`src/csi_pkg.sv`:
```
// Package: register map, field layout and timing constants of the clocked serial buffer block
package csi_pkg;

    // ----------------------------------------
    // Register byte offsets (word aligned)
    // ----------------------------------------
    localparam logic [7:0] OFF_MODE = 8'h00; // Serial mode register
    localparam logic [7:0] OFF_CLOCK = 8'h04; // Clock source control
    localparam logic [7:0] OFF_RX_WORD = 8'h08; // rx_buffer_word
    localparam logic [7:0] OFF_RX_BYTE = 8'h0c; // rx_buffer_byte
    localparam logic [7:0] OFF_MIRROR_WORD = 8'h10; // rx_mirror_word
    localparam logic [7:0] OFF_MIRROR_BYTE = 8'h14; // rx_mirror_byte
    localparam logic [7:0] OFF_TX_WORD = 8'h18; // tx_buffer_word
    localparam logic [7:0] OFF_TX_BYTE = 8'h1c; // tx_buffer_byte
    localparam logic [7:0] OFF_INIT_WORD = 8'h20; // initial_tx_word
    localparam logic [7:0] OFF_INIT_BYTE = 8'h24; // initial_tx_byte
    localparam logic [7:0] OFF_SHIFT_WORD = 8'h28; // shift_view_word
    localparam logic [7:0] OFF_SHIFT_BYTE = 8'h2c; // shift_view_byte

    // ----------------------------------------
    // Byte-lane patterns for sized access
    // ----------------------------------------
    localparam logic [3:0] SEL_WORD16 = 4'h3; // Whole 16-bit access
    localparam logic [3:0] SEL_BYTE0 = 4'h1; // Low byte lane

    // ----------------------------------------
    // Reset values
    // ----------------------------------------
    localparam logic [7:0] MODE_RESET = 8'h00;
    localparam logic [15:0] DATA_RESET = 16'h0000;

    // ----------------------------------------
    // Transfer lengths and timing
    // ----------------------------------------
    localparam logic [4:0] BITS_SHORT = 5'd8; // Data length bit = 0
    localparam logic [4:0] BITS_LONG = 5'd16; // Data length bit = 1
    localparam int CLK_HZ = 40000000; // ref_clk rate
    // Master serial clock half period; it must outlast the output register plus the
    // two data-in synchroniser flops, or the sampling edge sees the previous bit
    localparam int SCK_HALF_NS = 100;
    localparam int SCK_HALF_CYC = (SCK_HALF_NS * (CLK_HZ / 1000000) + 999) / 1000;

    // Mode register layout, bit 7 down to bit 0
    typedef struct packed {
        logic enable; // interface_enable_bit
        logic trmd; // transfer_mode_bit: 1 = transmit/receive
        logic ccl; // data_length_bit: 1 = 16 bits
        logic dir; // 1 = LSB first
        logic delay; // Interrupt delay select, stored only
        logic auto_sel; // repeat_select_bit, stored only
        logic spare; // Reads zero
        logic status; // transfer_status_flag, read-only
    } mode_s;

endpackage

```
`src/csi_buffer.sv`:
```
// Clocked serial interface: data buffers, single transfer control and Wishbone slave
`timescale 1ns/1ps
module csi_buffer #(
    parameter int HALF_CYC = csi_pkg::SCK_HALF_CYC
) (
    input wire logic ref_clk,
    input wire logic rst_n,
    input wire logic wb_cyc_i,
    input wire logic wb_stb_i,
    input wire logic wb_we_i,
    input wire logic [7:0] wb_adr_i,
    input wire logic [3:0] wb_sel_i,
    input wire logic [31:0] wb_dat_i,
    output logic [31:0] wb_dat_o,
    output logic wb_ack_o,
    input wire logic serial_clock_pin_i,
    output logic serial_clock_pin_o,
    output logic serial_clock_pin_oe,
    output logic serial_out_pin,
    input wire logic serial_in_pin,
    output logic completion_interrupt
);
    import csi_pkg::*;

    // ----------------------------------------
    // State
    // ----------------------------------------
    mode_s mode; // Serial mode register
    logic slave_mode; // 1 = clock from the peer
    logic [15:0] rx_buf; // Receive buffer, shared by all its views
    logic [15:0] tx_buf; // Transmit buffer, word and byte views
    logic [15:0] init_buf; // Initial transmit data for repeat mode
    logic [15:0] shifter; // Serial shift register
    logic [4:0] bit_cnt; // Bits completed in this transfer
    logic [7:0] div_cnt; // Master clock divider
    logic [2:0] sck_sync; // Synchroniser plus edge history
    logic [1:0] si_sync; // Data-in synchroniser
    logic sck_int; // Master serial clock level

    // ----------------------------------------
    // Bus decode
    // ----------------------------------------
    logic access; // First cycle of a bus request
    logic word_ok; // Lanes form one whole 16-bit access
    logic byte_ok; // Lanes include the low byte only
    logic rd_rx; // Starting-capable receive buffer read
    logic wr_tx; // Transmit buffer write
    logic start; // Transfer begins this cycle
    logic rise; // Serial clock rising edge seen
    logic fall; // Serial clock falling edge seen
    logic done; // Last bit sampled
    logic [4:0] last_bit; // Bit count of the active length
    logic [15:0] next_shift; // Shifter after one sampled bit
    logic out_bit; // Bit to present on the data line

    assign access = wb_cyc_i && wb_stb_i && !wb_ack_o;
    assign word_ok = (wb_sel_i == SEL_WORD16);
    assign byte_ok = (wb_sel_i == SEL_BYTE0);
    assign last_bit = mode.ccl ? BITS_LONG : BITS_SHORT;

    // width of start access follows length
    assign rd_rx = access && !wb_we_i && ((wb_adr_i == OFF_RX_WORD && word_ok && mode.ccl)
                   || (wb_adr_i == OFF_RX_BYTE && byte_ok && !mode.ccl));
    assign wr_tx = access && wb_we_i && ((wb_adr_i == OFF_TX_WORD && word_ok && mode.ccl)
                   || (wb_adr_i == OFF_TX_BYTE && byte_ok && !mode.ccl));

    assign start = mode.enable && !mode.status && (mode.trmd ? wr_tx : rd_rx);

    // Edges come from the divider in master mode, the synchronised pin otherwise
    assign rise = mode.status && (slave_mode ? (sck_sync[1] && !sck_sync[2])
                                             : (div_cnt == 8'd0 && !sck_int));
    assign fall = mode.status && (slave_mode ? (!sck_sync[1] && sck_sync[2])
                                             : (div_cnt == 8'd0 && sck_int));

    // stop after the active bit count
    assign done = rise && (bit_cnt == last_bit - 5'd1);

    // shift toward the first-bit end, enter at the far end
    always_comb begin
        next_shift = shifter;
        if (!mode.dir) begin
            next_shift = {shifter[14:0], si_sync[1]};
        end else if (mode.ccl) begin
            next_shift = {si_sync[1], shifter[15:1]};
        end else begin
            next_shift = {shifter[15:8], si_sync[1], shifter[7:1]};
        end
    end

    // First bit out sits at the top of the active width, or bit 0 for LSB first
    always_comb begin
        if (mode.dir) begin
            out_bit = shifter[0];
        end else if (mode.ccl) begin
            out_bit = shifter[15];
        end else begin
            out_bit = shifter[7];
        end
    end

    // ----------------------------------------
    // Wishbone acknowledge and read data
    // ----------------------------------------

    // Single-wait answer; every address, mapped or not, is acknowledged
    always_ff @(posedge ref_clk or negedge rst_n) begin
        if (!rst_n) begin
            wb_ack_o <= 1'b0;
        end else begin
            wb_ack_o <= wb_cyc_i && wb_stb_i && !wb_ack_o;
        end
    end

    // Read mux; a view read at the wrong width returns zero
    always_ff @(posedge ref_clk or negedge rst_n) begin
        if (!rst_n) begin
            wb_dat_o <= 32'h0000_0000;
        end else if (access && !wb_we_i) begin
            wb_dat_o <= 32'h0000_0000;
            unique case (wb_adr_i)
                OFF_MODE: wb_dat_o[7:0] <= {mode[7:2], 1'b0, mode.status};
                OFF_CLOCK: wb_dat_o[0] <= slave_mode;
                // word views only as whole 16 bits
                // mirror read shares data, no start
                OFF_RX_WORD, OFF_MIRROR_WORD: begin
                    if (word_ok) wb_dat_o[15:0] <= rx_buf;
                end
                // byte view is low byte of word
                OFF_RX_BYTE, OFF_MIRROR_BYTE: begin
                    if (byte_ok) wb_dat_o[7:0] <= rx_buf[7:0];
                end
                // transmit and initial words read back
                OFF_TX_WORD: begin
                    if (word_ok) wb_dat_o[15:0] <= tx_buf;
                end
                OFF_TX_BYTE: begin
                    if (byte_ok) wb_dat_o[7:0] <= tx_buf[7:0];
                end
                OFF_INIT_WORD: begin
                    if (word_ok) wb_dat_o[15:0] <= init_buf;
                end
                OFF_INIT_BYTE: begin
                    if (byte_ok) wb_dat_o[7:0] <= init_buf[7:0];
                end
                // shifter view reads without side effect
                OFF_SHIFT_WORD: begin
                    if (word_ok) wb_dat_o[15:0] <= shifter;
                end
                OFF_SHIFT_BYTE: begin
                    if (byte_ok) wb_dat_o[7:0] <= shifter[7:0];
                end
                default: wb_dat_o <= 32'h0000_0000;
            endcase
        end
    end

    // ----------------------------------------
    // Control registers
    // ----------------------------------------

    // Mode register; the status flag is hardware owned
    always_ff @(posedge ref_clk or negedge rst_n) begin
        if (!rst_n) begin
            mode <= mode_s'(MODE_RESET);
        end else begin
            if (access && wb_we_i && wb_adr_i == OFF_MODE && wb_sel_i[0]) begin
                mode.enable <= wb_dat_i[7];
                mode.trmd <= wb_dat_i[6];
                mode.ccl <= wb_dat_i[5];
                mode.dir <= wb_dat_i[4];
                mode.delay <= wb_dat_i[3];
                mode.auto_sel <= wb_dat_i[2];
            end
            mode.spare <= 1'b0;
            // disable drops the status flag at once
            if (!mode.enable || done) begin
                mode.status <= 1'b0;
            end else if (start) begin
                // status high from start to end
                mode.status <= 1'b1;
            end
        end
    end

    // Clock source select, only meaningful while disabled
    always_ff @(posedge ref_clk or negedge rst_n) begin
        if (!rst_n) begin
            slave_mode <= 1'b0;
        end else if (access && wb_we_i && wb_adr_i == OFF_CLOCK && wb_sel_i[0]) begin
            slave_mode <= wb_dat_i[0];
        end
    end

    // Transmit and initial buffers; these survive a disable
    always_ff @(posedge ref_clk or negedge rst_n) begin
        if (!rst_n) begin
            tx_buf <= DATA_RESET;
            init_buf <= DATA_RESET;
        end else if (access && wb_we_i) begin
            // word writes need both low lanes
            if (wb_adr_i == OFF_TX_WORD && word_ok) tx_buf <= wb_dat_i[15:0];
            if (wb_adr_i == OFF_TX_BYTE && byte_ok) tx_buf[7:0] <= wb_dat_i[7:0];
            if (wb_adr_i == OFF_INIT_WORD && word_ok) init_buf <= wb_dat_i[15:0];
            if (wb_adr_i == OFF_INIT_BYTE && byte_ok) init_buf[7:0] <= wb_dat_i[7:0];
        end
    end

    // ----------------------------------------
    // Serial clock: synchroniser and master divider
    // ----------------------------------------

    // Pin inputs pass two flops; stage 2 feeds the edge history stage
    always_ff @(posedge ref_clk or negedge rst_n) begin
        if (!rst_n) begin
            sck_sync <= 3'b111;
            si_sync <= 2'b00;
        end else begin
            sck_sync <= {sck_sync[1:0], serial_clock_pin_i};
            si_sync <= {si_sync[0], serial_in_pin};
        end
    end

    // Divider runs only during a transfer so the first half period is full
    always_ff @(posedge ref_clk or negedge rst_n) begin
        if (!rst_n) begin
            div_cnt <= 8'd0;
            sck_int <= 1'b1;
        end else if (!mode.status || slave_mode) begin
            div_cnt <= 8'(HALF_CYC - 1);
            sck_int <= 1'b1;
        end else if (div_cnt == 8'd0) begin
            div_cnt <= 8'(HALF_CYC - 1);
            sck_int <= !sck_int;
        end else begin
            div_cnt <= div_cnt - 8'd1;
        end
    end

    // ----------------------------------------
    // Shift engine
    // ----------------------------------------

    // Load on start, shift on rising edges, capture at the end
    always_ff @(posedge ref_clk or negedge rst_n) begin
        if (!rst_n) begin
            shifter <= DATA_RESET;
            rx_buf <= DATA_RESET;
            bit_cnt <= 5'd0;
        end else if (!mode.enable) begin
            // disable wipes receive data and shifter
            shifter <= DATA_RESET;
            rx_buf <= DATA_RESET;
            bit_cnt <= 5'd0;
        end else if (start) begin
            // Receive-only keeps old contents; only sampled bits matter
            if (mode.trmd) shifter <= mode.ccl ? wb_dat_i[15:0] : {shifter[15:8], wb_dat_i[7:0]};
            bit_cnt <= 5'd0;
        end else if (rise) begin
            shifter <= next_shift;
            bit_cnt <= bit_cnt + 5'd1;
            if (done) rx_buf <= next_shift;
        end
    end

    // ----------------------------------------
    // Pins and completion flag
    // ----------------------------------------

    // Data out follows the falling edge; first bit appears at start
    always_ff @(posedge ref_clk or negedge rst_n) begin
        if (!rst_n) begin
            serial_out_pin <= 1'b0;
        end else if (!mode.trmd || !mode.enable) begin
            serial_out_pin <= 1'b0;
        end else if (start) begin
            serial_out_pin <= mode.dir ? wb_dat_i[0] : (mode.ccl ? wb_dat_i[15] : wb_dat_i[7]);
        end else if (fall) begin
            serial_out_pin <= out_bit;
        end
    end

    // Master drives the clock; idle level is high
    always_ff @(posedge ref_clk or negedge rst_n) begin
        if (!rst_n) begin
            serial_clock_pin_o <= 1'b1;
            serial_clock_pin_oe <= 1'b0;
        end else begin
            serial_clock_pin_o <= sck_int;
            serial_clock_pin_oe <= !slave_mode;
        end
    end

    // Set beats clear so a finish in the clearing cycle is kept
    always_ff @(posedge ref_clk or negedge rst_n) begin
        if (!rst_n) begin
            completion_interrupt <= 1'b0;
        end else if (done) begin
            completion_interrupt <= 1'b1;
        end else if (rd_rx || wr_tx || (access && wb_we_i && wb_adr_i == OFF_MODE)) begin
            // cleared by a receive read or transmit write at the active width, or by any mode write
            completion_interrupt <= 1'b0;
        end
    end

    // ----------------------------------------
    // Assertions
    // ----------------------------------------
    a_start_sets_busy: assert property (@(posedge ref_clk) disable iff (!rst_n)
        start |=> mode.status) else $error("status not set after start");
    a_mirror_no_start: assert property (@(posedge ref_clk) disable iff (!rst_n)
        (access && !wb_we_i && wb_adr_i == OFF_MIRROR_WORD && !mode.status) |=> !mode.status)
        else $error("mirror read started a transfer");
    a_init_no_start: assert property (@(posedge ref_clk) disable iff (!rst_n)
        (access && wb_we_i && wb_adr_i == OFF_INIT_WORD && !mode.status) |=> !mode.status)
        else $error("initial buffer write started a transfer");
    a_shift_no_start: assert property (@(posedge ref_clk) disable iff (!rst_n)
        (access && wb_adr_i == OFF_SHIFT_BYTE && !mode.status) |=> !mode.status)
        else $error("shift view read started a transfer");
    a_disable_clears: assert property (@(posedge ref_clk) disable iff (!rst_n)
        !mode.enable |=> (rx_buf == DATA_RESET && shifter == DATA_RESET && !mode.status))
        else $error("disable did not clear receive state");
    a_rxonly_out_low: assert property (@(posedge ref_clk) disable iff (!rst_n)
        (!$past(mode.trmd) && mode.status) |-> !serial_out_pin) else $error("output not low in receive-only");
    a_done_irq_idle: assert property (@(posedge ref_clk) disable iff (!rst_n)
        (done && mode.enable) |=> (completion_interrupt && !mode.status)) else $error("completion not signalled");
    a_irq_clear_read: assert property (@(posedge ref_clk) disable iff (!rst_n)
        (rd_rx && !done) |=> !completion_interrupt) else $error("interrupt not cleared by read");
    a_byte_alias: assert property (@(posedge ref_clk) disable iff (!rst_n)
        (access && !wb_we_i && wb_adr_i == OFF_RX_BYTE && byte_ok) |=> wb_dat_o[7:0] == $past(rx_buf[7:0]))
        else $error("byte view does not alias word");
    a_bit_count: assert property (@(posedge ref_clk) disable iff (!rst_n)
        mode.status |-> bit_cnt < last_bit) else $error("bit count overran length");
endmodule

```
`config.mk`:
```
export PLATFORM = sky130hd
export DESIGN_NAME = csi_buffer
export DESIGN_NICKNAME = d
export VERILOG_FILES = /design/src/csi_pkg.sv /design/src/csi_buffer.sv
export SDC_FILE = /design/constraint.sdc
export NUM_CORES = 1
export LEC_CHECK = 0
export BUFFER_PORTS_ARGS = -buffer_cell sky130_fd_sc_hd__buf_2
export CORE_AREA = 2 2 139 141
export DETAILED_ROUTE_END_ITERATION = 16
export DIE_AREA = 0 0 141 143
export PLACE_DENSITY = 0.6
export REMOVE_ABC_BUFFERS = 1
export SLEW_MARGIN = 20
export SYNTH_ARGS = -nofsm -noshare
export SYNTH_HDL_FRONTEND = slang
export SYNTH_SLANG_ARGS = --single-unit
```
`constraint.sdc`:
```
create_clock -name ref_clk -period 7.74 [get_ports ref_clk]
set_input_delay 1.548 -clock ref_clk [delete_from_list [all_inputs] [get_ports ref_clk]]
set_output_delay 1.548 -clock ref_clk [all_outputs]
set_load 0.02 [all_outputs]
```
== After elaboration in Yosys (flattened, before gate mapping) ==
Cells that the tools add are included.

* Output and inout port bits: 37
* Logic and storage cells: 160
* Bits of input ports: 51
* Flip-flop bits (word level): 112

* Equal/unequal tests: 20
* Reductions and logical operators: 63
* Add/sub/neg operators: 3
* Muxes and demuxes: 48

{| class="wikitable"
|+ Operator list
! kind !! number
|-
| 2-to-1 mux 16 bit || 15
|-
| 2-to-1 mux 8 bit || 10
|-
| case mux 7 bit (9 select lines) || 1
|-
| equality test 8 x 5 -> 1 bit (second input constant) || 4
|-
| equality test 8 x 6 -> 1 bit (second input constant) || 4
|-
| case mux 8 bit (4 select lines) || 1
|-
| logical AND 1 bit || 29
|-
| 2-to-1 mux 5 bit || 4
|-
| equality test 8 x 4 -> 1 bit (second input constant) || 2
|-
| zero test 8 bit || 2
|-
| 2-to-1 mux 1 bit || 16
|-
| zero test 1 bit || 10
|-
| case mux 1 bit (10 select lines) || 1
|-
| AND reduction 2 bit || 5
|-
| nonzero test 2 bit || 5
|-
| equality test 8 x 3 -> 1 bit (second input constant) || 1
|-
| subtractor 8 x 1 -> 8 bit (second input constant) || 1
|-
| logical OR 1 bit || 7
|-
| != test 3 bit (second input constant) || 2
|-
| AND reduction 3 bit || 2
|-
| adder 5 x 1 -> 5 bit (second input constant) || 1
|-
| equality test 5 bit || 1
|-
| subtractor 5 x 1 -> 5 bit (second input constant) || 1
|-
| equality test 4 x 1 -> 1 bit (second input constant) || 1
|-
| 6 further kinds || 8
|}

== Longest topological paths before layout ==
Gate-level depths: netlist (run 1).

* Depth after elaboration: 9
* Mapped depth: 9
* Mapped depth without buffers: 7

== Worst setup path before layout (run 1) ==
Ideal clock, no wire load.

* Kind: input to register
* Start point: input port wb_adr_i[4]
* End point: register shifter[10]
* Stages: 8
* Slack: 4023 ps
* Required time: 7619 ps
* Arrival time: 3596 ps
* Library setup time: 121 ps
* Path through: buf_6 > or4_4 > or3_1 > a2111o_1 > buf_6 > buf_12 > mux2i_1 > a22o_1

* Word-level cells in the longest chain between the ends: 9
* Elaborated cells between the ends (all ways): 24
* Classes of those cells: eq/ne: 7; mux: 3; reduce/logical: 14

{| class="wikitable"
|+ Ends and longest elaborated chain
! item !! line !! RTL
|-
| from (decl) || csi_buffer.sv:11 || <nowiki>input wire logic [7:0] wb_adr_i,</nowiki>
|-
| equality test 8 x 4 -> 1 bit, or another cell as far along || csi_buffer.sv:62 || <nowiki>assign rd_rx = access && !wb_we_i && ((wb_adr_i == OFF_RX_WORD && word_ok && mode.ccl)</nowiki>
|-
| logical AND 1 bit (on tied branches) (2 in series) || - ||
|-
| logical OR 1 bit (on tied branches) || csi_buffer.sv:63, csi_buffer.sv:65 ||
|-
| logical AND 1 bit (on tied branches) || csi_buffer.sv:62, csi_buffer.sv:64 ||
|-
| 2-to-1 mux 1 bit (*) || csi_buffer.sv:67 || <nowiki>assign start = mode.enable && !mode.status && (mode.trmd ? wr_tx : rd_rx);</nowiki>
|-
| logical AND 1 bit (*) || csi_buffer.sv:67 ||
|-
| != test 3 x 1 -> 1 bit (no source line), or another cell as far along || - ||
|-
| AND reduction 3 bit (no source line) or 2-to-1 mux 16 bit (tied branches) || - ||
|-
| to (signal assigned) || csi_buffer.sv:256 || <nowiki>if (mode.trmd) shifter <= mode.ccl ? wb_dat_i[15:0] : {shifter[15:8], wb_dat_i[7:0]};</nowiki>
|-
| to (signal assigned) || csi_buffer.sv:259 || <nowiki>shifter <= next_shift;</nowiki>
|-
| to (decl) || csi_buffer.sv:33 || <nowiki>logic [15:0] shifter;</nowiki>
|}

Mark *: on every way between the ends. The rest lies on a longest branch, timed or not.
A chain may end at the register's enable or synchronous reset.

== Worst setup path in the final report (run 1) ==
* Start point: input port wb_we_i
* End point: register shifter[8]

* Word-level cells in the longest chain between the ends: 7
* Elaborated cells between the ends (all ways): 13
* Classes of those cells: eq/ne: 3; mux: 3; reduce/logical: 7

{| class="wikitable"
|+ Ends and longest elaborated chain
! item !! line !! RTL
|-
| from (decl) || csi_buffer.sv:10 || <nowiki>input wire logic wb_we_i,</nowiki>
|-
| zero test 1 bit || csi_buffer.sv:62 ||
|-
| logical AND 1 bit (2 in series) || csi_buffer.sv:62 ||
|-
| 2-to-1 mux 1 bit (*) || csi_buffer.sv:67 ||
|-
| logical AND 1 bit (*) || csi_buffer.sv:67 ||
|-
| != test 3 x 1 -> 1 bit (no source line), or another cell as far along || - ||
|-
| AND reduction 3 bit (no source line) or 2-to-1 mux 16 bit (tied branches) || - ||
|}

Marked as above.

==> flow_metrics.tcl, run 1 <==
set metrics [dict create \
    synthAdderAreaFrac_pct 0.6608 \
    p_seq_share_pct 53.3 \
    cts_made_buffers 9 \
    insertion_delay_ns 0.37 \
    drc 0 \
    drtIter0Drc 306 \
    p_sw_w 0.0002800 \
    min_from "si_sync[0]" \
    fin_crit_sh_pct 56.82 \
    synth_area_sq_um 5680 \
    cts_tree "yes" \
    synthSimpleGateAreaFrac_pct 12.09 \
    crit_path_start "wb_we_i" \
    drv_cap 0 \
    vias_per_cell 5.335 \
    whs_path_depth 0 \
    crit_arrival_ns 4.69 \
    grt_pass1_wl_um 24230 \
    synth_edf_count 0 \
    min_path_type "reg -> reg" \
    finalSetupTns_ns 0 \
    min_period_ns 4.398 \
    timing.rr.start "wb_ack_o" \
    synth_compound_area_share_pct 14.36 \
    netlist.area_leader.share_pct 47.14 \
    dp.final_hpwl_um 10330 \
    start_util_pct 30.57 \
    max_freq_mhz 227.4 \
    synth_top_family_by_area "multiplexers" \
    num_io_pins 88 \
    synthTopCellsByCount "dfrtp_1 (107), nand2_1 (53), mux2_2 (48)" \
    finClkSkew_ns 0.01492 \
    grt_usage_pct 15.53 \
    final_cells 812 \
    dr.pass1.iters 4 \
    antenna_left 0 \
    critPathCaptureType "register" \
    post-place-ws_ns 3.007 \
    std_cell_rows 50 \
    tightest_slew_ns 1.108 \
    setup_violations 0 \
    ctsHoldBuffers 0 \
    io_buffer_count 55 \
    clk_pin_slew_worst_paths_ns 0.08 \
    syn_to_final_growth_pct 12.67 \
    cts_buffer_depth 2 \
    die_area_sq_um 20160 \
    design_area_sq_um 6400 \
    async_flop_share_pct 100.0 \
    ys_seq_area_share_pct 49.45 \
    power_frac_clock_pct 41.9 \
    clkSinkCount 112 \
    dp.cells 795 \
    drive_gt1_share_pct 23.92 \
    synthXorXnorAreaFrac_pct 2.159 \
    powerDensity_nw_per_um2 173.0 \
    max_slew_margin_pct 25.57 \
    synth_cell_types 53 \
    layout_setup_ws_ns 3.342 \
    yosysTopAreaCell "dfrtp_1" \
    syn_inst 529 \
    syn_avg_cell_area_sq_um 10.74 \
    n_fill_cell 1834 \
    finalHoldViolations 0 \
    htreeDepth 3 \
    post_dp_cell_area_sq_um 6110 \
    grt_remaining_overflow 0 \
    grt_max_degree 71 \
    swShare_pct 25.29 \
    final_nets 626 \
    core_sq_um 18580 \
    path_max_fanout 19 \
    busiest_layer "met2" \
    outcome "completed" \
    reg2reg_depth 6 \
    peakVddDrop_v 0.00008290 \
    crit_path_start_kind "primary input" \
    required_ns 8.04 \
    antenna_found_initial 1 \
    holdWs_ns 0.3534 \
    rsz0062_at_grt "false" \
    final_max_slew_viol_count 0 \
    fp.dieH_um 143 \
    comb_power_share_pct 4.8 \
    synthFlopType "dfrtp_1" \
    gp_congestion 0.7888 \
    vias 4332 \
    synth.top_cells.by_area "dfrtp_1 (47%), mux2_2 (9.5%), mux2i_1 (5.8%), nand2_1 (3.5%), a22o_1 (2.5%)" \
    drt_wl_total_um 15240 \
    internal_power_w 0.0008270 \
    synth-seq-cells 112 \
    cts_setup_buffers 0 \
    synthMuxAreaShare_pct 15.33 \
    first_global_vias 4439 \
    ys_warn_count 0 \
    use_met2_pct 24.06 \
    grt_util_met1_pct 21.74 \
    criticalPathCategory "in -> reg" \
    root_buffer "clkbuf_16" \
    use_met3_pct 3.320 \
    chipWidth_um 141 \
    post_cts_resized 0 \
    power.leakage_nw 2.961 \
    wl_per_cell_um 18.76 \
    yosysMostFrequentCell "dfrtp_1" \
]
==> sequential cells by signal, indices dropped and copies added, names as in the netlist, 5 cells and up <==
register / flops
div_cnt: 8
shifter: 16
mode: 7
tx_buf: 16
bit_cnt: 5
wb_dat_o: 16
rx_buf: 16
init_buf: 16
==> metal layers <==
layer	vias up	part of all wire [%]
li1	1987	-
met2	187	46
met1	2141	46
met3	17	6.6
met4	0	1.4
met5	-	0
==> power by group through the flow <==
stage / logic [W] / clock network (W) / registers, W
floorplan: 0.0000180 / 0 / 0.000602
global placement: 0.0000517 / 0 / 0.000601
detailed placement: 0.0000534 / 0 / 0.000601
CTS: 0.0000537 / 0.000474 / 0.000590
global route: 0.0000593 / 0.000500 / 0.000590
finish: 0.0000531 / 0.000464 / 0.000590
==> worst max-delay path, stage by stage <==
cell and delay [ns]:
buf_2 0.10, or4bb_1 0.89, or3_1 0.50, a2111o_1 0.69, buf_4 0.32, o22ai_2 0.40, a22o_1 0.22
==> worst paths after layout <==
check	to	slack, ns
min in group asynchronous	init_buf[11]	1.17
worst min register to register	si_sync[1]	0.35
worst max register to register	shifter[8]	4.20
worst min-delay path	si_sync[1]	0.35
max in group asynchronous	tx_buf[2]	5.23
worst max-delay path	shifter[8]	3.34
==> cells in the final DEF, fill, tap and decap left out, types with 9 or more instances in the layout <==
cell / n
a22o_1: 16
a22oi_1: 17
buf_2: 54
clkbuf_16: 9
conb_1: 16
dfrtp_1: 107
inv_1: 19
mux2_2: 48
mux2i_1: 33
nand2_1: 53
nand3_1: 26
nor2_1: 31
o211ai_1: 11
o21ai_0: 28
xor2_1: 9
==> cell families (layout without fill, tap and decap cells) <==
| logic type | Yosys count | count (layout) |
|---|---|---|
| multiplexers | 81 | 81 |
| AO/OA/AOI/OAI | 109 | 109 |
| XOR/XNOR | 14 | 14 |
| adder cells (fa/ha/maj) | 3 | 3 |
| buffers and inverters | 64 | 97 |
| flip-flops | 112 | 112 |
| other | 1 | 17 |
| AND/OR/NAND/NOR | 145 | 145 |
==> final cells by class <==
type	count	area (sq um)	share of cell area, %
timing repair buffer	62	330.3	5.161
inverter	19	71.32	1.114
clock buffer	9	225.2	3.519
antenna	1	2.502	0.03910
sequential	112	2809	43.89
multi-input combinational	368	2606	40.72
clock inverter	7	62.56	0.9775
tap	234	292.8	4.575
==> stage by stage <==
step	utilization (%)	total power, W
4_1_cts	34.43	0.001118
6_report	34.44	0.001107
2_1_floorplan	-	0.0006195
3_5_place_dp	32.88	0.0006545
3_3_place_gp	32.88	0.0006528
5_1_grt	34.43	0.001149
Note: power is estimated with default switching activity, not from simulation.
==> inputs of run 2 (changes only) <==
clock period = 4.1 ns   (was 7.74 ns; I/O delays follow)
==> flow_metrics.tcl, run 2 (synthesized netlist as in run 1, its figures left out) <==
set metrics [dict create \
    outcome "completed" \
    critPathCaptureType "register" \
    final_max_slew_viol_count 0 \
    slowest_stage "a2111o_1" \
    fp.dieH_um 143 \
    vias_per_cell 5.266 \
    max_freq_mhz 324.1 \
    drt_wl_total_um 15000 \
    path_buf_inv 2 \
    num_io_pins 88 \
    cts_buffer_depth 2 \
    use_met3_pct 3.890 \
    grt_usage_pct 15.41 \
    powerDensity_nw_per_um2 333.4 \
    grt_util_met1_pct 20.42 \
    final_cells 820 \
    ctsHoldBuffers 0 \
    fin_crit_sh_pct 75.25 \
    crit_arrival_ns 3.33 \
    gp_congestion 0.8236 \
    power.leakage_nw 3.019 \
    first_global_vias 4504 \
    design_area_sq_um 6497 \
    die_area_sq_um 20160 \
    final_nets 635 \
    most-common-layout-cells "dfrtp_1 (107), buf_2 (54), nand2_1 (53), mux2_2 (48), mux2i_1 (33)" \
    antenna_left 0 \
    busiest_layer "met2" \
    grt_remaining_overflow 0 \
    crit_chain "buf_2, or4_4, or3_1, a2111o_1, buf_4, mux2i_1, a22o_1" \
    finClkSkew_ns 0.009420 \
    post_dp_cell_area_sq_um 6177 \
    setup_violations 0 \
    n_fill_cell 1824 \
    chipWidth_um 141 \
    clkSinkCount 112 \
    cts_tree "yes" \
    post-place-ws_ns 0.6609 \
    max_stage_delay_ns 0.71 \
    cp_top_family "simple AND/OR/NAND/NOR gates" \
    finalHoldViolations 0 \
    core_sq_um 18580 \
    max_slew_margin_pct 29.25 \
    criticalPathCategory "in -> reg" \
    required_ns 4.35 \
    start_util_pct 30.57 \
    cts_made_buffers 9 \
    std_cell_rows 50 \
    layout_setup_ws_ns 1.015 \
    clk_pin_slew_worst_paths_ns 0.07 \
    drive_gt1_share_pct 25.09 \
    tightest_slew_ns 1.061 \
    rsz0062_at_grt "false" \
    post_cts_resized 0 \
    final_common_cell "dfrtp_1" \
    dp.cells 804 \
    use_met2_pct 23.88 \
    wl_per_cell_um 18.29 \
    crit_path_start_kind "primary input" \
    finalSetupTns_ns 0 \
    dp.final_hpwl_um 10250 \
    antenna_found_initial 0 \
    min_period_ns 3.085 \
    min_path_type "reg -> reg" \
    root_buffer "clkbuf_16" \
    peakVddDrop_v 0.0001874 \
    drv_cap 0 \
    diodes 0 \
    io_buffer_count 55 \
    drc 0 \
    grt_pass1_wl_um 24030 \
    insertion_delay_ns 0.36 \
    drtIter0Drc 258 \
    grt_max_degree 52 \
    syn_to_final_growth_pct 14.38 \
    dr.pass1.iters 6 \
    htreeDepth 3 \
    vias 4318 \
    holdWs_ns 0.3509 \
    path_max_fanout 11 \
    cts_setup_buffers 0 \
]
-- run 2: cell types whose count changed in the layout (fill, tap and decap cells not counted), sizes merged --
cell | before | now
bufinv | 0 | 2
clkinvlp | 0 | 1
inv | 23 | 20
buf | 62 | 71
diode | 1 | 0
-- run 2: metal layers --
metal,routed length [um],vias up
met5,0,-
met4,439,0
met3,1039,27
met2,6560,160
met1,6957,2141
li1,-,1990
-- run 2: power by group --
part / switching, W / total, W / internal (W)
clock network: 0.000415 / 0.000952 / 0.000537
logic: 0.0000754 / 0.000101 / 0.0000260
registers: 0.00000384 / 0.00111 / 0.00111
total: 0.000494 / 0.00217 / 0.00167
-- run 2: per-stage QoR --
| stage | power (W) | util (%) |
|---|---|---|
| finish | 0.002166 | 34.97 |
| global route | 0.002242 | 34.97 |
| CTS | 0.002186 | 34.97 |
| detailed placement | 0.001236 | 33.25 |
| global placement | 0.001235 | 33.25 |
| floorplan | 0.001170 | - |
-- run 2: worst paths after layout --
kind,startpoint,end,slack [ns],depth (start not counted)
worst max-delay path,wb_adr_i[4],shifter[14],1.01,7
worst min-delay path,si_sync[0],si_sync[1],0.35,0
worst max register to register,wb_ack_o,shifter[14],1.28,6
worst min register to register,si_sync[0],si_sync[1],0.35,0
max in group asynchronous,rst_n,div_cnt[3],2.53,2
min in group asynchronous,rst_n,init_buf[10],0.47,1
-- run 2: worst reg2reg max path, cell delays in order (launching register included) --
cell	delay, ns
dfrtp_1	0.40
or4bb_1	0.57
or3_1	0.37
a2111o_1	0.71
buf_4	0.33
mux2i_1	0.14
a22o_1	0.19
-- run 2: area by class of cell --
cell class | instances | area [sq um] | share of cell area [%]
Tap cell | 234 | 292.8 | 4.506
Inverter | 19 | 71.32 | 1.098
Timing Repair Buffer | 71 | 397.9 | 6.124
Sequential cell | 112 | 2809 | 43.23
Clock buffer | 9 | 225.2 | 3.466
Clock inverter | 7 | 95.09 | 1.464
Multi-Input combinational cell | 368 | 2606 | 40.11
==> inputs of run 3 (changes only) <==
PLACE_DENSITY = 0.62   (was 0.6)
clock period = 2.7 ns   (was 4.1 ns; I/O delays follow)
==> flow_metrics.tcl, run 3 (synthesized netlist as in run 1, its figures left out) <==
set metrics [dict create \
    reg2reg_depth 7 \
    io_buffer_count 55 \
    start_util_pct 30.57 \
    path_max_fanout 20 \
    gp_congestion 0.8459 \
    power.leakage_nw 3.097 \
    root_buffer "clkbuf_16" \
    grt_remaining_overflow 0 \
    insertion_delay_ns 0.36 \
    rsz0062_at_grt "false" \
    timing.rr.start "wb_ack_o" \
    n_fill_cell 1866 \
    critPathCaptureType "register" \
    drc 0 \
    post_cts_resized 0 \
    slowest_stage "or4bb_1" \
    drive_gt1_share_pct 27.20 \
    drt_wl_total_um 14990 \
    tightest_slew_ns 0.6332 \
    setup_violations 0 \
    finalHoldViolations 0 \
    antenna_found_initial 2 \
    grt_usage_pct 15.52 \
    die_area_sq_um 20160 \
    fin_crit_sh_pct 93.17 \
    required_ns 3.00 \
    fp.dieH_um 143 \
    first_global_vias 4286 \
    vias 4362 \
    clkSinkCount 112 \
    criticalPathCategory "reg -> reg" \
    grt_pass1_wl_um 24010 \
    r2r_end "shifter[14]" \
    drv_cap 0 \
    max_freq_mhz 397.5 \
    fin_util_pct 35.64 \
    outcome "completed" \
    cts_buffer_depth 2 \
    cts_tree "yes" \
    r2r_slack_ns 0.18 \
    final_common_cell "dfrtp_1" \
    max_stage_delay_ns 0.56 \
    cts_made_buffers 9 \
    final_max_slew_viol_count 0 \
    dp.final_hpwl_um 10220 \
    powerDensity_nw_per_um2 470.9 \
    drtIter0Drc 410 \
    design_area_sq_um 6623 \
    most-common-layout-cells "dfrtp_1 (107), buf_2 (54), nand2_1 (53), mux2_2 (48), mux2i_1 (33)" \
    min_path_type "in -> async" \
    vias_per_cell 5.211 \
    peakVddDrop_v 0.0002350 \
    cts_setup_buffers 0 \
    htreeDepth 3 \
    diodes 0 \
    finalSetupTns_ns 0 \
    antenna_left 0 \
    num_io_pins 88 \
    min_period_ns 2.516 \
    crit_path_start_kind "register" \
    crit_chain "or4bb_1, or3_1, a2111o_1, buf_12, o22ai_2, buf_4, a22o_1" \
    core_sq_um 18580 \
    std_cell_rows 50 \
    post_dp_cell_area_sq_um 6350 \
    crit_arrival_ns 2.81 \
    max_slew_margin_pct 57.78 \
    clk_pin_slew_worst_paths_ns 0.07 \
    finClkSkew_ns 0.01081 \
    ctsHoldBuffers 0 \
    final_nets 653 \
    grt_max_degree 47 \
    chipWidth_um 141 \
    dr.pass1.iters 4 \
    wl_per_cell_um 17.90 \
    syn_to_final_growth_pct 16.59 \
]
-- run 3: cell count changes in the layout (fill, tap and decap cells not counted), sizes merged --
cell,before,now
bufinv,2,0
buf,71,89
inv,20,19
clkbuf,9,10
clkinvlp,1,2
-- run 3: through the flow --
step | setup WS (ns) | total power (W) | instances | hold WS, ns
final | 0.1843 | 0.003118 | 837 | 0.1983
after floorplan | -0.5951 | 0.001776 | 499 | 0.2444
after global routing | 0.08295 | 0.003235 | 837 | 0.2398
after CTS | 0.1894 | 0.003153 | 837 | 0.2239
after detailed placement | -0.09401 | 0.001890 | 822 | 0.3355
after global placement | -0.06671 | 0.001889 | 822 | 0.3351
-- run 3: how the worst max path moves through the flow --
stage | to | start | slack [ns]
2_1_floorplan | shifter[0] | wb_adr_i[5] | -0.60
3_3_place_gp | shifter[11] | wb_adr_i[4] | -0.07
3_5_place_dp | shifter[10] | wb_adr_i[4] | -0.09
4_1_cts | shifter[14] | wb_ack_o | 0.19
5_1_grt | shifter[8] | wb_ack_o | 0.08
6_report | shifter[14] | wb_ack_o | 0.18
-- run 3: area by class of cell --
cell class | count | area (sq um) | area share (%)
multi-input cells | 368 | 2606 | 39.35
well taps | 234 | 292.8 | 4.421
flip-flops and latches | 112 | 2809 | 42.41
clock buffers | 10 | 239.0 | 3.609
clock inverters | 5 | 33.78 | 0.5101
inverters | 19 | 71.32 | 1.077
repair buffers | 89 | 570.5 | 8.615
-- run 3: worst max-delay path, delay by kind of cell (launching register included) --
kind / cells / cell delay [ns]
AND/OR/NAND/NOR: 2 / 0.93
AO/OA/AOI/OAI: 3 / 0.74
buffers and inverters: 2 / 0.38
flip-flops: 1 / 0.40
-- run 3: layer usage --
layer	wire [um]	global-route usage, %	vias to the layer above
li1	-	-	2038
met1	7186	21.51	2164
met2	6546	23.47	133
met3	858	3.622	23
met4	367	6.263	4
met5	27	0	-
-- run 3: power breakdown --
part / switching [W] / internal [W]
sequential: 0.00000509 / 0.00168
clock: 0.000617 / 0.000645
combinational: 0.000118 / 0.0000483
